$ cat config.mk
export PLATFORM = sky130hd
export DESIGN_NAME = sah_handler
export DESIGN_NICKNAME = d
export VERILOG_FILES = /design/src/include/sah_pkg.sv /design/src/sah_handler.sv
export SDC_FILE = /design/constraint.sdc
export NUM_CORES = 1
export LEC_CHECK = 0
export BUFFER_PORTS_ARGS = -buffer_cell sky130_fd_sc_hd__clkbuf_2
export CAP_MARGIN = 40
export CELL_PAD_IN_SITES_DETAIL_PLACEMENT = 1
export CELL_PAD_IN_SITES_GLOBAL_PLACEMENT = 2
export CORE_AREA = 2 2 170 172
export CTS_BUF_LIST = sky130_fd_sc_hd__clkbuf_2
export CTS_CLUSTER_SIZE = 40
export DETAILED_ROUTE_END_ITERATION = 7
export DIE_AREA = 0 0 172 174
export PLACE_DENSITY_LB_ADDON = 0.1
export SETUP_SLACK_MARGIN = 0.02
export SLEW_MARGIN = 20
export SYNTH_ARGS = -nofsm -noshare
export SYNTH_HDL_FRONTEND = slang
export SYNTH_SLANG_ARGS = --single-unit
$ cat constraint.sdc
create_clock -name ref_clk -period 10.9 [get_ports ref_clk]
set_clock_uncertainty 0.15 [all_clocks]
set_input_delay 0 -clock ref_clk [delete_from_list [all_inputs] [get_ports ref_clk]]
set_output_delay 0 -clock ref_clk [all_outputs]
set_load 0.01 [all_outputs]
$ cat src/include/sah_pkg.sv
// Package of constants and types for the servo alarm and state error handler
package sah_pkg;
  // ==========================================================
  // APB register map (byte addresses)
  localparam logic [7:0] SAH_ADDR_CTRL = 8'h00;
  localparam logic [7:0] SAH_ADDR_STAT = 8'h04;
  localparam logic [7:0] SAH_ADDR_IRQ = 8'h08;
  localparam logic [7:0] SAH_ADDR_MASK = 8'h0c;
  localparam logic [7:0] SAH_ADDR_HIST = 8'h10;
  localparam logic [7:0] SAH_ADDR_STATE = 8'h14;

  // ==========================================================
  // Control register fields
  localparam int SAH_CTRL_SEQ_LSB = 0;  // sequence_at_alarm_setting, 3 bits
  localparam int SAH_CTRL_RETRACT_LSB = 4;  // retract clear attributes
  localparam int SAH_CTRL_CLEAR_BIT = 8;  // write 1: alarm clear command
  localparam int SAH_CTRL_ABSCLR_BIT = 9;  // write 1: absolute clear
  localparam logic [2:0] SAH_SEQ_ESTOP_MIN = 3'h4;

  // ==========================================================
  // Status codes and request codes
  localparam logic [15:0] SAH_CODE_NONE = 16'h0000;
  localparam logic [15:0] SAH_CODE_ILLEGAL = 16'h0011;
  localparam logic [15:0] SAH_CODE_UNDEF = 16'h0012;
  localparam logic [3:0] SAH_REQ_INIT = 4'h1;
  localparam logic [3:0] SAH_REQ_PREOP = 4'h2;
  localparam logic [3:0] SAH_REQ_BOOT = 4'h3;
  localparam logic [3:0] SAH_REQ_SAFEOP = 4'h4;
  localparam logic [3:0] SAH_REQ_OP = 4'h8;

  // ==========================================================
  // Alarm identifiers (main number, sub number)
  localparam logic [7:0] SAH_ALM_ILLEGAL = 8'h80;  // 80.0
  localparam logic [7:0] SAH_ALM_UNDEF = 8'h81;  // 80.1
  localparam int SAH_HIST_DEPTH = 14;

  // ==========================================================
  // Timing
  localparam int SAH_CLK_MHZ = 125;
  localparam int SAH_OVL_WAIT_MS = 10000;
  localparam longint SAH_OVL_WAIT_CYC =
    longint'(SAH_OVL_WAIT_MS) * 1000 * SAH_CLK_MHZ;
  localparam int SAH_BLINK_MS = 200;
  localparam int SAH_BLINK_CYC = SAH_BLINK_MS * 1000 * SAH_CLK_MHZ;

  // Drive alarm sources presented on the alarm input vector
  typedef enum logic [3:0] {
    SAH_SRC_OVERLOAD,
    SAH_SRC_ABS_CNT_OVER,
    SAH_SRC_ABS_OVERSPEED,
    SAH_SRC_RET_IO,
    SAH_SRC_RET_COMM,
    SAH_SRC_RET_ERR,
    SAH_SRC_FORCED,
    SAH_SRC_CMD_ERR,
    SAH_SRC_HOME_ERR2,
    SAH_SRC_FATAL
  } sah_src_e;
  localparam int SAH_NSRC = 10;

  typedef enum logic [1:0] {
    SAH_ST_INIT,
    SAH_ST_PREOP,
    SAH_ST_SAFEOP,
    SAH_ST_OP
  } sah_state_e;
endpackage : sah_pkg

$ cat src/sah_handler.sv
// Alarm attribute handling and state-change error detection block
//
// Design decisions made here: the register addresses and the APB interface to the registers.
`timescale 1ns/1ps
module sah_handler
  import sah_pkg::*;
#(
  parameter longint OVL_WAIT_CYC = SAH_OVL_WAIT_CYC,
  parameter int BLINK_CYC = SAH_BLINK_CYC
) (
  input wire logic ref_clk,
  input wire logic rst,
  input wire logic psel,
  input wire logic penable,
  input wire logic pwrite,
  input wire logic [7:0] paddr,
  input wire logic [31:0] pwdata,
  output logic [31:0] prdata,
  output logic pready,
  output logic pslverr,
  input wire logic req_valid,
  input wire logic [3:0] req_code,
  input wire logic [1:0] sync_mode,
  input wire logic [SAH_NSRC-1:0] alarm_in,
  input wire logic retract_active,
  input wire logic retract_done,
  output logic [1:0] esm_state,
  output logic [15:0] status_code,
  output logic err_led,
  output logic emergency_stop,
  output logic [7:0] display_alarm,
  output logic irq
);

  // ==========================================================
  // State
  // Packed struct cannot hold an unpacked array; history kept flat
  typedef struct packed {
    logic [2:0] seq;
    logic [2:0] ret_attr;
    logic [SAH_NSRC-1:0] active;
    logic [SAH_NSRC-1:0] seen;
    logic fb_alarm;
    logic [7:0] fb_num;
    logic abs_cleared;
    logic [39:0] ovl_cnt;
    logic ovl_ok;
    logic clr_pend;
    sah_state_e state;
    logic [15:0] code;
    logic [7:0] first;
    logic first_valid;
    logic estop;
    logic [31:0] blink_cnt;
    logic blink;
    logic [3:0] irq_stat;
    logic [3:0] irq_mask;
    logic [3:0] hist_cnt;
    logic [SAH_HIST_DEPTH*8-1:0] hist;
    logic [31:0] rdata;
  } sah_state_s;

  sah_state_s st_r;
  sah_state_s st_nxt;

  // ==========================================================
  // Helper functions
  // Number shown for a drive alarm source
  function automatic logic [7:0] src_num(input int i);
    case (i)
      SAH_SRC_OVERLOAD: src_num = 8'h16;
      SAH_SRC_ABS_CNT_OVER: src_num = 8'h40;
      SAH_SRC_ABS_OVERSPEED: src_num = 8'h42;
      SAH_SRC_RET_IO, SAH_SRC_RET_COMM, SAH_SRC_RET_ERR: src_num = 8'h87;
      SAH_SRC_FORCED: src_num = 8'h87;
      SAH_SRC_CMD_ERR: src_num = 8'h91;
      SAH_SRC_HOME_ERR2: src_num = 8'h94;
      default: src_num = 8'h96;
    endcase
  endfunction : src_num

  // History attribute per source
  function automatic logic src_hist(input int i);
    src_hist = (i != SAH_SRC_FORCED);
  endfunction : src_hist

  // Emergency-stop attribute per source
  function automatic logic src_estop(input int i);
    case (i)
      SAH_SRC_FORCED, SAH_SRC_RET_IO, SAH_SRC_RET_COMM, SAH_SRC_RET_ERR:
        src_estop = 1'b1;
      default: src_estop = 1'b0;
    endcase
  endfunction : src_estop

  // Decide whether a request is illegal from the present state
  function automatic logic is_illegal(input sah_state_e s,
                                      input logic [3:0] r);
    is_illegal = 1'b0;
    if (r == SAH_REQ_BOOT && s != SAH_ST_INIT) is_illegal = 1'b1;
    if (s == SAH_ST_INIT && (r == SAH_REQ_SAFEOP || r == SAH_REQ_OP))
      is_illegal = 1'b1;
    if (s == SAH_ST_PREOP && r == SAH_REQ_OP) is_illegal = 1'b1;
  endfunction : is_illegal

  logic apb_wr;
  logic apb_rd;
  assign apb_wr = psel && penable && pwrite;
  assign apb_rd = psel && penable && !pwrite;

  // ==========================================================
  // Next-state logic
  always_comb begin
    logic [SAH_NSRC-1:0] clearable;
    logic [SAH_NSRC-1:0] rise;
    logic do_clear;
    logic undef;
    logic illegal;
    clearable = '0;
    rise = '0;
    do_clear = 1'b0;
    undef = 1'b0;
    illegal = 1'b0;
    st_nxt = st_r;
    st_nxt.rdata = '0;

    // Register writes
    if (apb_wr) begin
      case (paddr)
        SAH_ADDR_CTRL: begin
          st_nxt.seq = pwdata[SAH_CTRL_SEQ_LSB +: 3];
          st_nxt.ret_attr = pwdata[SAH_CTRL_RETRACT_LSB +: 3];
          if (pwdata[SAH_CTRL_CLEAR_BIT]) st_nxt.clr_pend = 1'b1;
          if (pwdata[SAH_CTRL_ABSCLR_BIT]) st_nxt.abs_cleared = 1'b1;
        end
        SAH_ADDR_MASK: st_nxt.irq_mask = pwdata[3:0];
        default: ;
      endcase
    end

    // Clearable attribute per source
    clearable[SAH_SRC_OVERLOAD] = st_r.ovl_ok;
    clearable[SAH_SRC_ABS_CNT_OVER] = st_r.abs_cleared;
    clearable[SAH_SRC_ABS_OVERSPEED] = st_r.abs_cleared;
    clearable[SAH_SRC_RET_IO] = st_r.ret_attr[0];
    clearable[SAH_SRC_RET_COMM] = st_r.ret_attr[1];
    clearable[SAH_SRC_RET_ERR] = st_r.ret_attr[2];
    clearable[SAH_SRC_FORCED] = 1'b1;
    clearable[SAH_SRC_CMD_ERR] = 1'b1;
    clearable[SAH_SRC_HOME_ERR2] = 1'b1;

    // Detect new drive alarms; retract alarms wait for completion
    for (int i = 0; i < SAH_NSRC; i++) begin
      if (alarm_in[i] && !st_r.seen[i]) begin
        if (i >= SAH_SRC_RET_IO && i <= SAH_SRC_RET_ERR &&
            retract_active && !retract_done) begin
          rise[i] = 1'b0;
        end else begin
          rise[i] = 1'b1;
        end
      end
      if (!alarm_in[i]) st_nxt.seen[i] = 1'b0;
    end

    // Raise drive alarms, log history and latch the first number
    for (int i = 0; i < SAH_NSRC; i++) begin
      if (rise[i]) begin
        st_nxt.seen[i] = 1'b1;
        st_nxt.active[i] = 1'b1;
        if (src_hist(i)) begin
          st_nxt.hist = {st_nxt.hist[SAH_HIST_DEPTH*8-9:0], src_num(i)};
          if (st_nxt.hist_cnt != 4'(SAH_HIST_DEPTH))
            st_nxt.hist_cnt = st_nxt.hist_cnt + 4'h1;
        end
        if (!st_nxt.first_valid) begin
          st_nxt.first = src_num(i);
          st_nxt.first_valid = 1'b1;
        end
        if (i == SAH_SRC_OVERLOAD) begin
          st_nxt.ovl_cnt = '0;
          st_nxt.ovl_ok = 1'b0;
        end
        if (i == SAH_SRC_ABS_CNT_OVER || i == SAH_SRC_ABS_OVERSPEED)
          st_nxt.abs_cleared = 1'b0;
        st_nxt.irq_stat[0] = 1'b1;
      end
    end

    // Overload clear wait
    if (st_r.active[SAH_SRC_OVERLOAD] && !st_r.ovl_ok) begin
      if (st_r.ovl_cnt >= 40'(OVL_WAIT_CYC - 1)) st_nxt.ovl_ok = 1'b1;
      else st_nxt.ovl_cnt = st_r.ovl_cnt + 40'h1;
    end

    // State-change requests, checked in every state and sync mode
    if (req_valid) begin
      undef = !(req_code == SAH_REQ_INIT || req_code == SAH_REQ_PREOP ||
                req_code == SAH_REQ_BOOT || req_code == SAH_REQ_SAFEOP ||
                req_code == SAH_REQ_OP);
      illegal = !undef && is_illegal(st_r.state, req_code);
      if (illegal || undef) begin
        st_nxt.fb_alarm = 1'b1;
        st_nxt.fb_num = illegal ? SAH_ALM_ILLEGAL : SAH_ALM_UNDEF;
        st_nxt.code = illegal ? SAH_CODE_ILLEGAL : SAH_CODE_UNDEF;
        if (st_r.state == SAH_ST_OP)
          st_nxt.state = SAH_ST_SAFEOP;
        st_nxt.hist = {st_nxt.hist[SAH_HIST_DEPTH*8-9:0], st_nxt.fb_num};
        if (st_nxt.hist_cnt != 4'(SAH_HIST_DEPTH))
          st_nxt.hist_cnt = st_nxt.hist_cnt + 4'h1;
        if (!st_nxt.first_valid) begin
          st_nxt.first = st_nxt.fb_num;
          st_nxt.first_valid = 1'b1;
        end
        st_nxt.irq_stat[1] = 1'b1;
      end else if (req_code != SAH_REQ_BOOT) begin
        case (req_code)
          SAH_REQ_INIT: st_nxt.state = SAH_ST_INIT;
          SAH_REQ_PREOP: st_nxt.state = SAH_ST_PREOP;
          SAH_REQ_SAFEOP: st_nxt.state = SAH_ST_SAFEOP;
          SAH_REQ_OP: st_nxt.state = SAH_ST_OP;
          default: ;
        endcase
        st_nxt.irq_stat[3] = 1'b1;
      end
    end

    // Clear processing once every active alarm is clearable
    if (st_r.clr_pend) begin
      if ((st_r.active & ~clearable) == '0) begin
        do_clear = 1'b1;
        st_nxt.clr_pend = 1'b0;
      end
    end
    if (do_clear) begin
      st_nxt.active = st_nxt.active & ~rise;
      st_nxt.active = '0;
      st_nxt.fb_alarm = 1'b0;
      st_nxt.code = SAH_CODE_NONE;
      st_nxt.first_valid = 1'b0;
      st_nxt.first = '0;
      st_nxt.ovl_ok = 1'b0;
      st_nxt.irq_stat[2] = 1'b1;
    end

    // Emergency stop for sequence settings 4 to 7; an active retract alarm stops at any setting
    st_nxt.estop = 1'b0;
    for (int i = 0; i < SAH_NSRC; i++) begin
      if (st_nxt.active[i] && src_estop(i) &&
          st_r.seq >= SAH_SEQ_ESTOP_MIN)
        st_nxt.estop = 1'b1;
      if (st_nxt.active[i] && i >= SAH_SRC_RET_IO && i <= SAH_SRC_RET_ERR)
        st_nxt.estop = 1'b1;
    end

    // Blink timer for the error indicator
    if (st_r.blink_cnt >= 32'(BLINK_CYC - 1)) begin
      st_nxt.blink_cnt = '0;
      st_nxt.blink = !st_r.blink;
    end else begin
      st_nxt.blink_cnt = st_r.blink_cnt + 32'h1;
    end

    // Register reads; reading the interrupt status clears it
    if (apb_rd) begin
      case (paddr)
        SAH_ADDR_CTRL: st_nxt.rdata = 32'({st_r.ret_attr, 1'b0, st_r.seq});
        SAH_ADDR_STAT: st_nxt.rdata = {st_r.code, st_r.first,
                                       st_r.fb_num[3:0], 2'h0, st_r.state};
        SAH_ADDR_IRQ: begin
          st_nxt.rdata = 32'(st_r.irq_stat);
          st_nxt.irq_stat = st_nxt.irq_stat & ~st_r.irq_stat;
        end
        SAH_ADDR_MASK: st_nxt.rdata = 32'(st_r.irq_mask);
        SAH_ADDR_HIST: st_nxt.rdata = {st_r.hist[15:0], 12'h000,
                                       st_r.hist_cnt};
        SAH_ADDR_STATE: st_nxt.rdata = 32'(st_r.active);
        default: st_nxt.rdata = '0;
      endcase
    end
  end

  // ==========================================================
  // State register
  always_ff @(posedge ref_clk) begin
    if (rst) begin
      st_r <= '0;
    end else begin
      st_r <= st_nxt;
    end
  end

  // ==========================================================
  // Outputs; one wait state lets read data come from a flip-flop
  logic wait_r;
  always_ff @(posedge ref_clk) begin
    if (rst) wait_r <= 1'b0;
    else wait_r <= psel && penable && !wait_r;
  end
  assign pready = wait_r;
  assign pslverr = 1'b0;
  assign prdata = st_r.rdata;
  assign esm_state = st_r.state;
  assign status_code = st_r.code;
  assign err_led = st_r.fb_alarm && st_r.blink;
  assign emergency_stop = st_r.estop;
  assign display_alarm = st_r.first;
  assign irq = |(st_r.irq_stat & st_r.irq_mask);
endmodule : sah_handler

After elaboration in Yosys (flattened, before gate mapping):

Cells that the tools add are included.

* $add $sub $neg: 12
* order comparisons: 3
* eq/ne operators: 34
* multiplexer cells: 130
* bitwise operators: 6
* reduce and logical (&&, ||, !) cells: 63

Operators with widths (count)
* 116-bit 2-to-1 mux: 11
* 9-bit 2-to-1 mux: 23
* 32-bit one-hot mux with 6 select lines: 1
* 41-bit 2-to-1 mux: 2
* 1-bit 2-to-1 mux: 74
* 4-bit 2-to-1 mux: 12
* 4-bit by 1-bit adder with 4-bit output (second input constant): 10
* 40-bit by 1-bit adder with 40-bit output (second input constant): 1
* 40-bit by 31-bit >= comparator with 1-bit output (second input constant): 1
* 40-bit 2-to-1 mux: 1
* 4-bit != test (second input constant): 10
* 32-bit by 1-bit adder with 32-bit output (second input constant): 1
* 32-bit by 25-bit >= comparator with 1-bit output (second input constant): 1
* 1-bit logical AND: 25
* 2-bit by 1-bit != test with 1-bit output (second input constant): 11
* 8-bit by 4-bit equality test with 1-bit output (second input constant): 2
* 8-bit by 5-bit equality test with 1-bit output (second input constant): 2
* 1-bit logical NOT: 16
* 10-bit AND: 1
* 10-bit logical NOT: 1
* 9-bit inverter with 10-bit output: 1
* 4-bit AND: 2
* 4-bit by 2-bit equality test with 1-bit output (second input constant): 2
* 8-bit by 3-bit equality test with 1-bit output (second input constant): 1
* 23 further kinds: 36

* flip-flop bits (word level): 278
* input bits: 64
* output and inout port bits: 63
* word-level logic and storage cells: 286

Longest topological paths before layout:

* word-level depth: 32
* depth in mapped cells: 40
* mapped depth without buffers: 39

Worst setup path after synthesis:

OpenSTA, ideal clock, no wires.

* path type: register -> register
* from: register st_r[144] (netlist bit)
* to: register st_r[146] (netlist bit)
* library setup time: 0.117 ns
* arrival: 7.268 ns
* required time: 10.633 ns
* path slack: 3.364 ns
* stages on the path, launching flop included: 40
* buffers on the path: 1
* period minus slack after synthesis: 7.536 ns
* cells stage by stage: dfxtp_1 -> buf_2 -> inv_1 -> ha_1 -> and3_1 -> or3_4 -> and2_1 -> inv_1 -> ha_1 -> nand3b_1 -> o21ai_2 -> ha_1 -> nand2_1 -> o221ai_1 -> ha_1 -> and2_1 -> a21oi_1 -> inv_1 -> (+4 left out) -> nand2_1 -> nand2_1 -> o2111ai_1 -> o221a_2 -> nand2_1 -> a21oi_1 -> nor2_1 -> inv_1 -> ha_1 -> nand2_1 -> a21boi_0 -> inv_1 -> ha_1 -> nor2_1 -> a21oi_1 -> ha_1 -> a22o_1 -> a32o_1

* cells in the longest elaborated chain, start to end: 31
* elaborated cells between the ends (all ways): 41
* classes of those cells: add/sub (10); eq/ne (10); mux (21)

RTL lines
* from (decl): RTL line sah_handler.sv:63 `sah_state_s st_r;`
* from (signal assigned): RTL line sah_handler.sv:288 `st_r <= st_nxt;`
* 4-bit by 1-bit adder with 4-bit output or 4-bit != test (tied branches): RTL line sah_handler.sv:173, sah_handler.sv:172
* 4-bit 2-to-1 mux: RTL line sah_handler.sv:172 `if (st_nxt.hist_cnt != 4'(SAH_HIST_DEPTH))`
* 116-bit 2-to-1 mux *: RTL line sah_handler.sv:167 `if (rise[i]) begin`
* 4-bit by 1-bit adder with 4-bit output or 4-bit != test (tied branches): RTL line sah_handler.sv:173, sah_handler.sv:172
* 4-bit 2-to-1 mux: RTL line sah_handler.sv:172
* 116-bit 2-to-1 mux *: RTL line sah_handler.sv:167
* 4-bit by 1-bit adder with 4-bit output or 4-bit != test (tied branches): RTL line sah_handler.sv:173, sah_handler.sv:172
* 4-bit 2-to-1 mux: RTL line sah_handler.sv:172
* (+15 left out)
* 116-bit 2-to-1 mux *: RTL line sah_handler.sv:167
* 4-bit by 1-bit adder with 4-bit output or 4-bit != test (tied branches): RTL line sah_handler.sv:173, sah_handler.sv:172
* 4-bit 2-to-1 mux: RTL line sah_handler.sv:172
* 116-bit 2-to-1 mux *: RTL line sah_handler.sv:167
* 4-bit by 1-bit adder with 4-bit output or 4-bit != test (tied branches): RTL line sah_handler.sv:209, sah_handler.sv:208
* 4-bit 2-to-1 mux: RTL line sah_handler.sv:208 `if (st_nxt.hist_cnt != 4'(SAH_HIST_DEPTH))`
* 116-bit 2-to-1 mux: RTL line sah_handler.sv:201 `if (illegal || undef) begin`
* 116-bit 2-to-1 mux *: RTL line sah_handler.sv:196 `if (req_valid) begin`

Mark *: on every way between the ends. The rest lies on a longest branch, timed or not.
A chain may end at the register's enable or synchronous reset.

Final worst setup path:

Same ends and word-level chain as after synthesis.

==> summary.md <==
| Metric | Value |
|---|---|
| Run status | `completed` |
| Worst Slack Setup Final | `about 2 ns` |
| R2R depth | `38` |
| Clock Latency Late Sink | `a little over 0.8 ns` |
| Yosys cell types | `89` |
| R2R Setup Slk | `between 1.5 and 2 ns` |
| Hold path cells | `5` |
| Critical path class | `reg -> reg` |
| Critical path capture point type | `flip-flop` |
| Nets | `1426` |
| Avg Inst Size Synth | `~8 um^2` |
| DIE AREA | `approximately 30000 um^2` |
| Worst-margin pin slew | `between 0.7 and 0.8 ns` |
| Final hold viol count | `0` |
| Unrepaired setup endpoints after global routing | `no` |
| Largest net degree at the start of global routing | `59` |
| Max Cap Violations | `0` |
| H-tree Lvls | `4` |
| Area growth syn-to-layout | `19.4%` |
| EDFF count, synth | `0` |
| Post-synthesis register bit count | `approximately 180` |
| CTS Buf Count | `17` |
| Iter 0 DRT Violations | `~480` |
| Worst hold path class | `in -> reg` |
| Initial Util | `0.342` |
| Critical Path RT | `around 11 ns` |
| Setup bufs post-CTS | `0` |
| CP startpoint kind | `flip-flop` |
| Placed cells | `1601` |
| Syn Inst Count | `between 1000 and 1500` |
| Reg-to-reg startpoint | `st_r[144]` |
| All-layer global routing usage | `0.207` |
| Top cell type's share of synthesized area | `0.371` |
| Power consumption | `around 1.8 mW` |
| Row Count | `between 60 and 70` |
| # DRC | `0` |
| Setup slack at placement | `roughly 2 ns` |
| Final WL | `a little over 30000 um` |
| Vias in the first global route | `approximately 9000` |
| Primary FF master, synth | `dfxtp_1` |
| Antenna violations before repair | `1` |
| Die X | `roughly 170 um` |
| Global-route wire length before repair | `around 50000 um` |
| WHS Endpoint | `esm_state[1]` |
| Max clock buf depth | `2` |
| Final TNS setup | `0 ns` |
| Share of cells above drive strength 1 | `0.127` |
| Via density | `roughly 5.2` |
| Peak VDD IR | `roughly 95 uV` |
| IO Port Bufs | `87` |
| Hold Slack | `0.155 ns` |
| First drt pass iteration count | `5` |
| Part of the cycle the worst path needs | `0.821` |
| Finished Layout Cells | `1748` |
| Clock-pin slew on the worst setup and hold paths | `roughly 0.31 ns` |
| CORE AREA | `around 28000 um^2` |
| Hold Path Origin | `req_code[2]` |
| Antenna Nets Post-Route | `0` |
| I/O pin total | `127` |
| Crit path top cell by count | `ha_1` |
| Crit-path max FO | `9` |
| Largest area contributor in the netlist | `dfxtp_1` |
| Die Y | `around 170 um` |
| DR WL/cell | `around 17 um` |
| Max Freq | `between 0.1 and 0.15 GHz` |
| Leak pwr | `about 4.7 nW` |
| Asr flop ratio synth | `0` |
| Crit path arrival time | `9.54 ns` |
| Vias | `approximately 9100` |
| CTS root buf | `clkbuf_2` |
| Slowest stage delay, CP | `about 0.70 ns` |
| Pwr per Cell Area | `156 nW/um^2` |
| Fin crit period | `around 8.9 ns` |
| Post-synthesis sequential area ratio | `0.371` |
| Rel. slew slack | `0.498` |
| TritonCTS clock tree | `built` |
| Synth top area cells | `dfxtp_1 (37%), nor2_1 (6.5%), buf_4 (4.6%)` |
| GPL Wtd Cong | `roughly 0.81` |
| Final Setup Violations | `0` |
| Reg2Reg Capture Point | `st_r[146]` |
| Commonest cells post-synth | `dfxtp_1 (179), nor2_1 (168), nand2_1 (101)` |
| Total gr overflow | `0` |
| Crit. Startpoint | `st_r[144]` |
| Synth warnings | `0` |
| Final max-slew violation count | `0` |
| Most frequent cell after synthesis | `dfxtp_1` |
| DP Wirelength | `roughly 21000 um` |
| Synthesized area | `approximately 9700 um^2` |
| Worst path slowest cell | `dfxtp_1` |
| # clock sinks | `179` |
## power by group
part | internal (mW) | total [mW] | switching (mW)
Sequential | 0.681 | 0.721 | 0.0401
Combinational | 0.285 | 0.714 | 0.429
Clock | 0.0946 | 0.368 | 0.273
## metal layers
layer,up-vias,wire [um],track usage
li1,4530,-,-
met1,4441,14600,0.282
met2,134,14100,0.337
met3,32,868,0.0296
met4,0,544,0.0641
met5,-,0,0
## stage by stage
stage	cell area (um^2)	utilization
finish	11500	0.409
global placement	10100	0.358
floorplan	9740	-
CTS	11500	0.408
global route	11500	0.409
detailed placement	10200	0.360
## cell type report
class | count | area, um^2
diodes | 2 | 5.00
clock buffers | 17 | 85.1
clock inverters | 15 | 163
fillers | 3484 | 16700
inverters | 23 | 86.3
multi-input cells | 906 | 5400
flip-flops and latches | 179 | 3580
well taps | 384 | 480
repair buffers | 222 | 1740
## flip-flops by register name, indices dropped and copies added, names as in the netlist
register,flops
esm_state,2
display_alarm,8
prdata,32
emergency_stop,1
pready,1
st_r,133
status_code,2
## worst max-delay path by stage
| stage | to | slack [ns] |
|---|---|---|
| floorplan | st_r[146] | 3.36 |
| global placement | st_r[146] | 2.04 |
| detailed placement | st_r[146] | 2.01 |
| CTS | st_r[146] | 1.96 |
| global route | st_r[146] | 1.13 |
| finish | st_r[146] | 1.95 |
## placed cells by master (no fill, tap or decap), types with 7 or more instances in the layout
cell,synthesis,final
a211oi_1,11,11
a21oi_1,80,80
a221oi_1,9,9
a22oi_1,19,19
a31oi_1,11,11
and2_1,13,13
and3_1,66,66
buf_4,59,18
clkbuf_2,0,104
conb_1,1,21
dfxtp_1,179,179
dlygate4sd3_1,0,113
ha_1,13,13
inv_1,21,21
mux2i_1,13,13
nand2_1,101,101
nand2b_1,20,20
nand3_1,36,36
nand4_1,11,11
nor2_1,168,168
nor2b_1,21,20
nor3_1,32,31
nor3b_1,17,17
nor4_1,16,16
o21ai_0,62,61
or3_1,7,7
xnor2_1,17,17
xor2_1,17,17
## cells by family after synthesis
kind of cell	count (synthesis)	synth area share
and+or+nand+nor	535	0.276
AOI/OAI and AO/OA	285	0.204
DFF	179	0.371
buffers and inverters	144	0.0792
xor gates and xnor gates	37	0.0365
muxes	15	0.0166
adders and majority gates	13	0.0168
other	1	0.000388
## timing repair
item / in CTS / in global routing
hold endpoints to repair: 156 / 1
hold buffers: 112 / 1
resized for setup: 0 / 0
## worst max-delay path, delay by kind of cell (launching register included)
family | cells | cell delay (ns)
and+or+nand+nor | 12 | 1.82
adders and majority gates | 9 | 2.86
DFF | 1 | 0.70
AOI/OAI and AO/OA | 12 | 2.79
buffers and inverters | 5 | 0.56
Power figures use the tool's default switching activity.
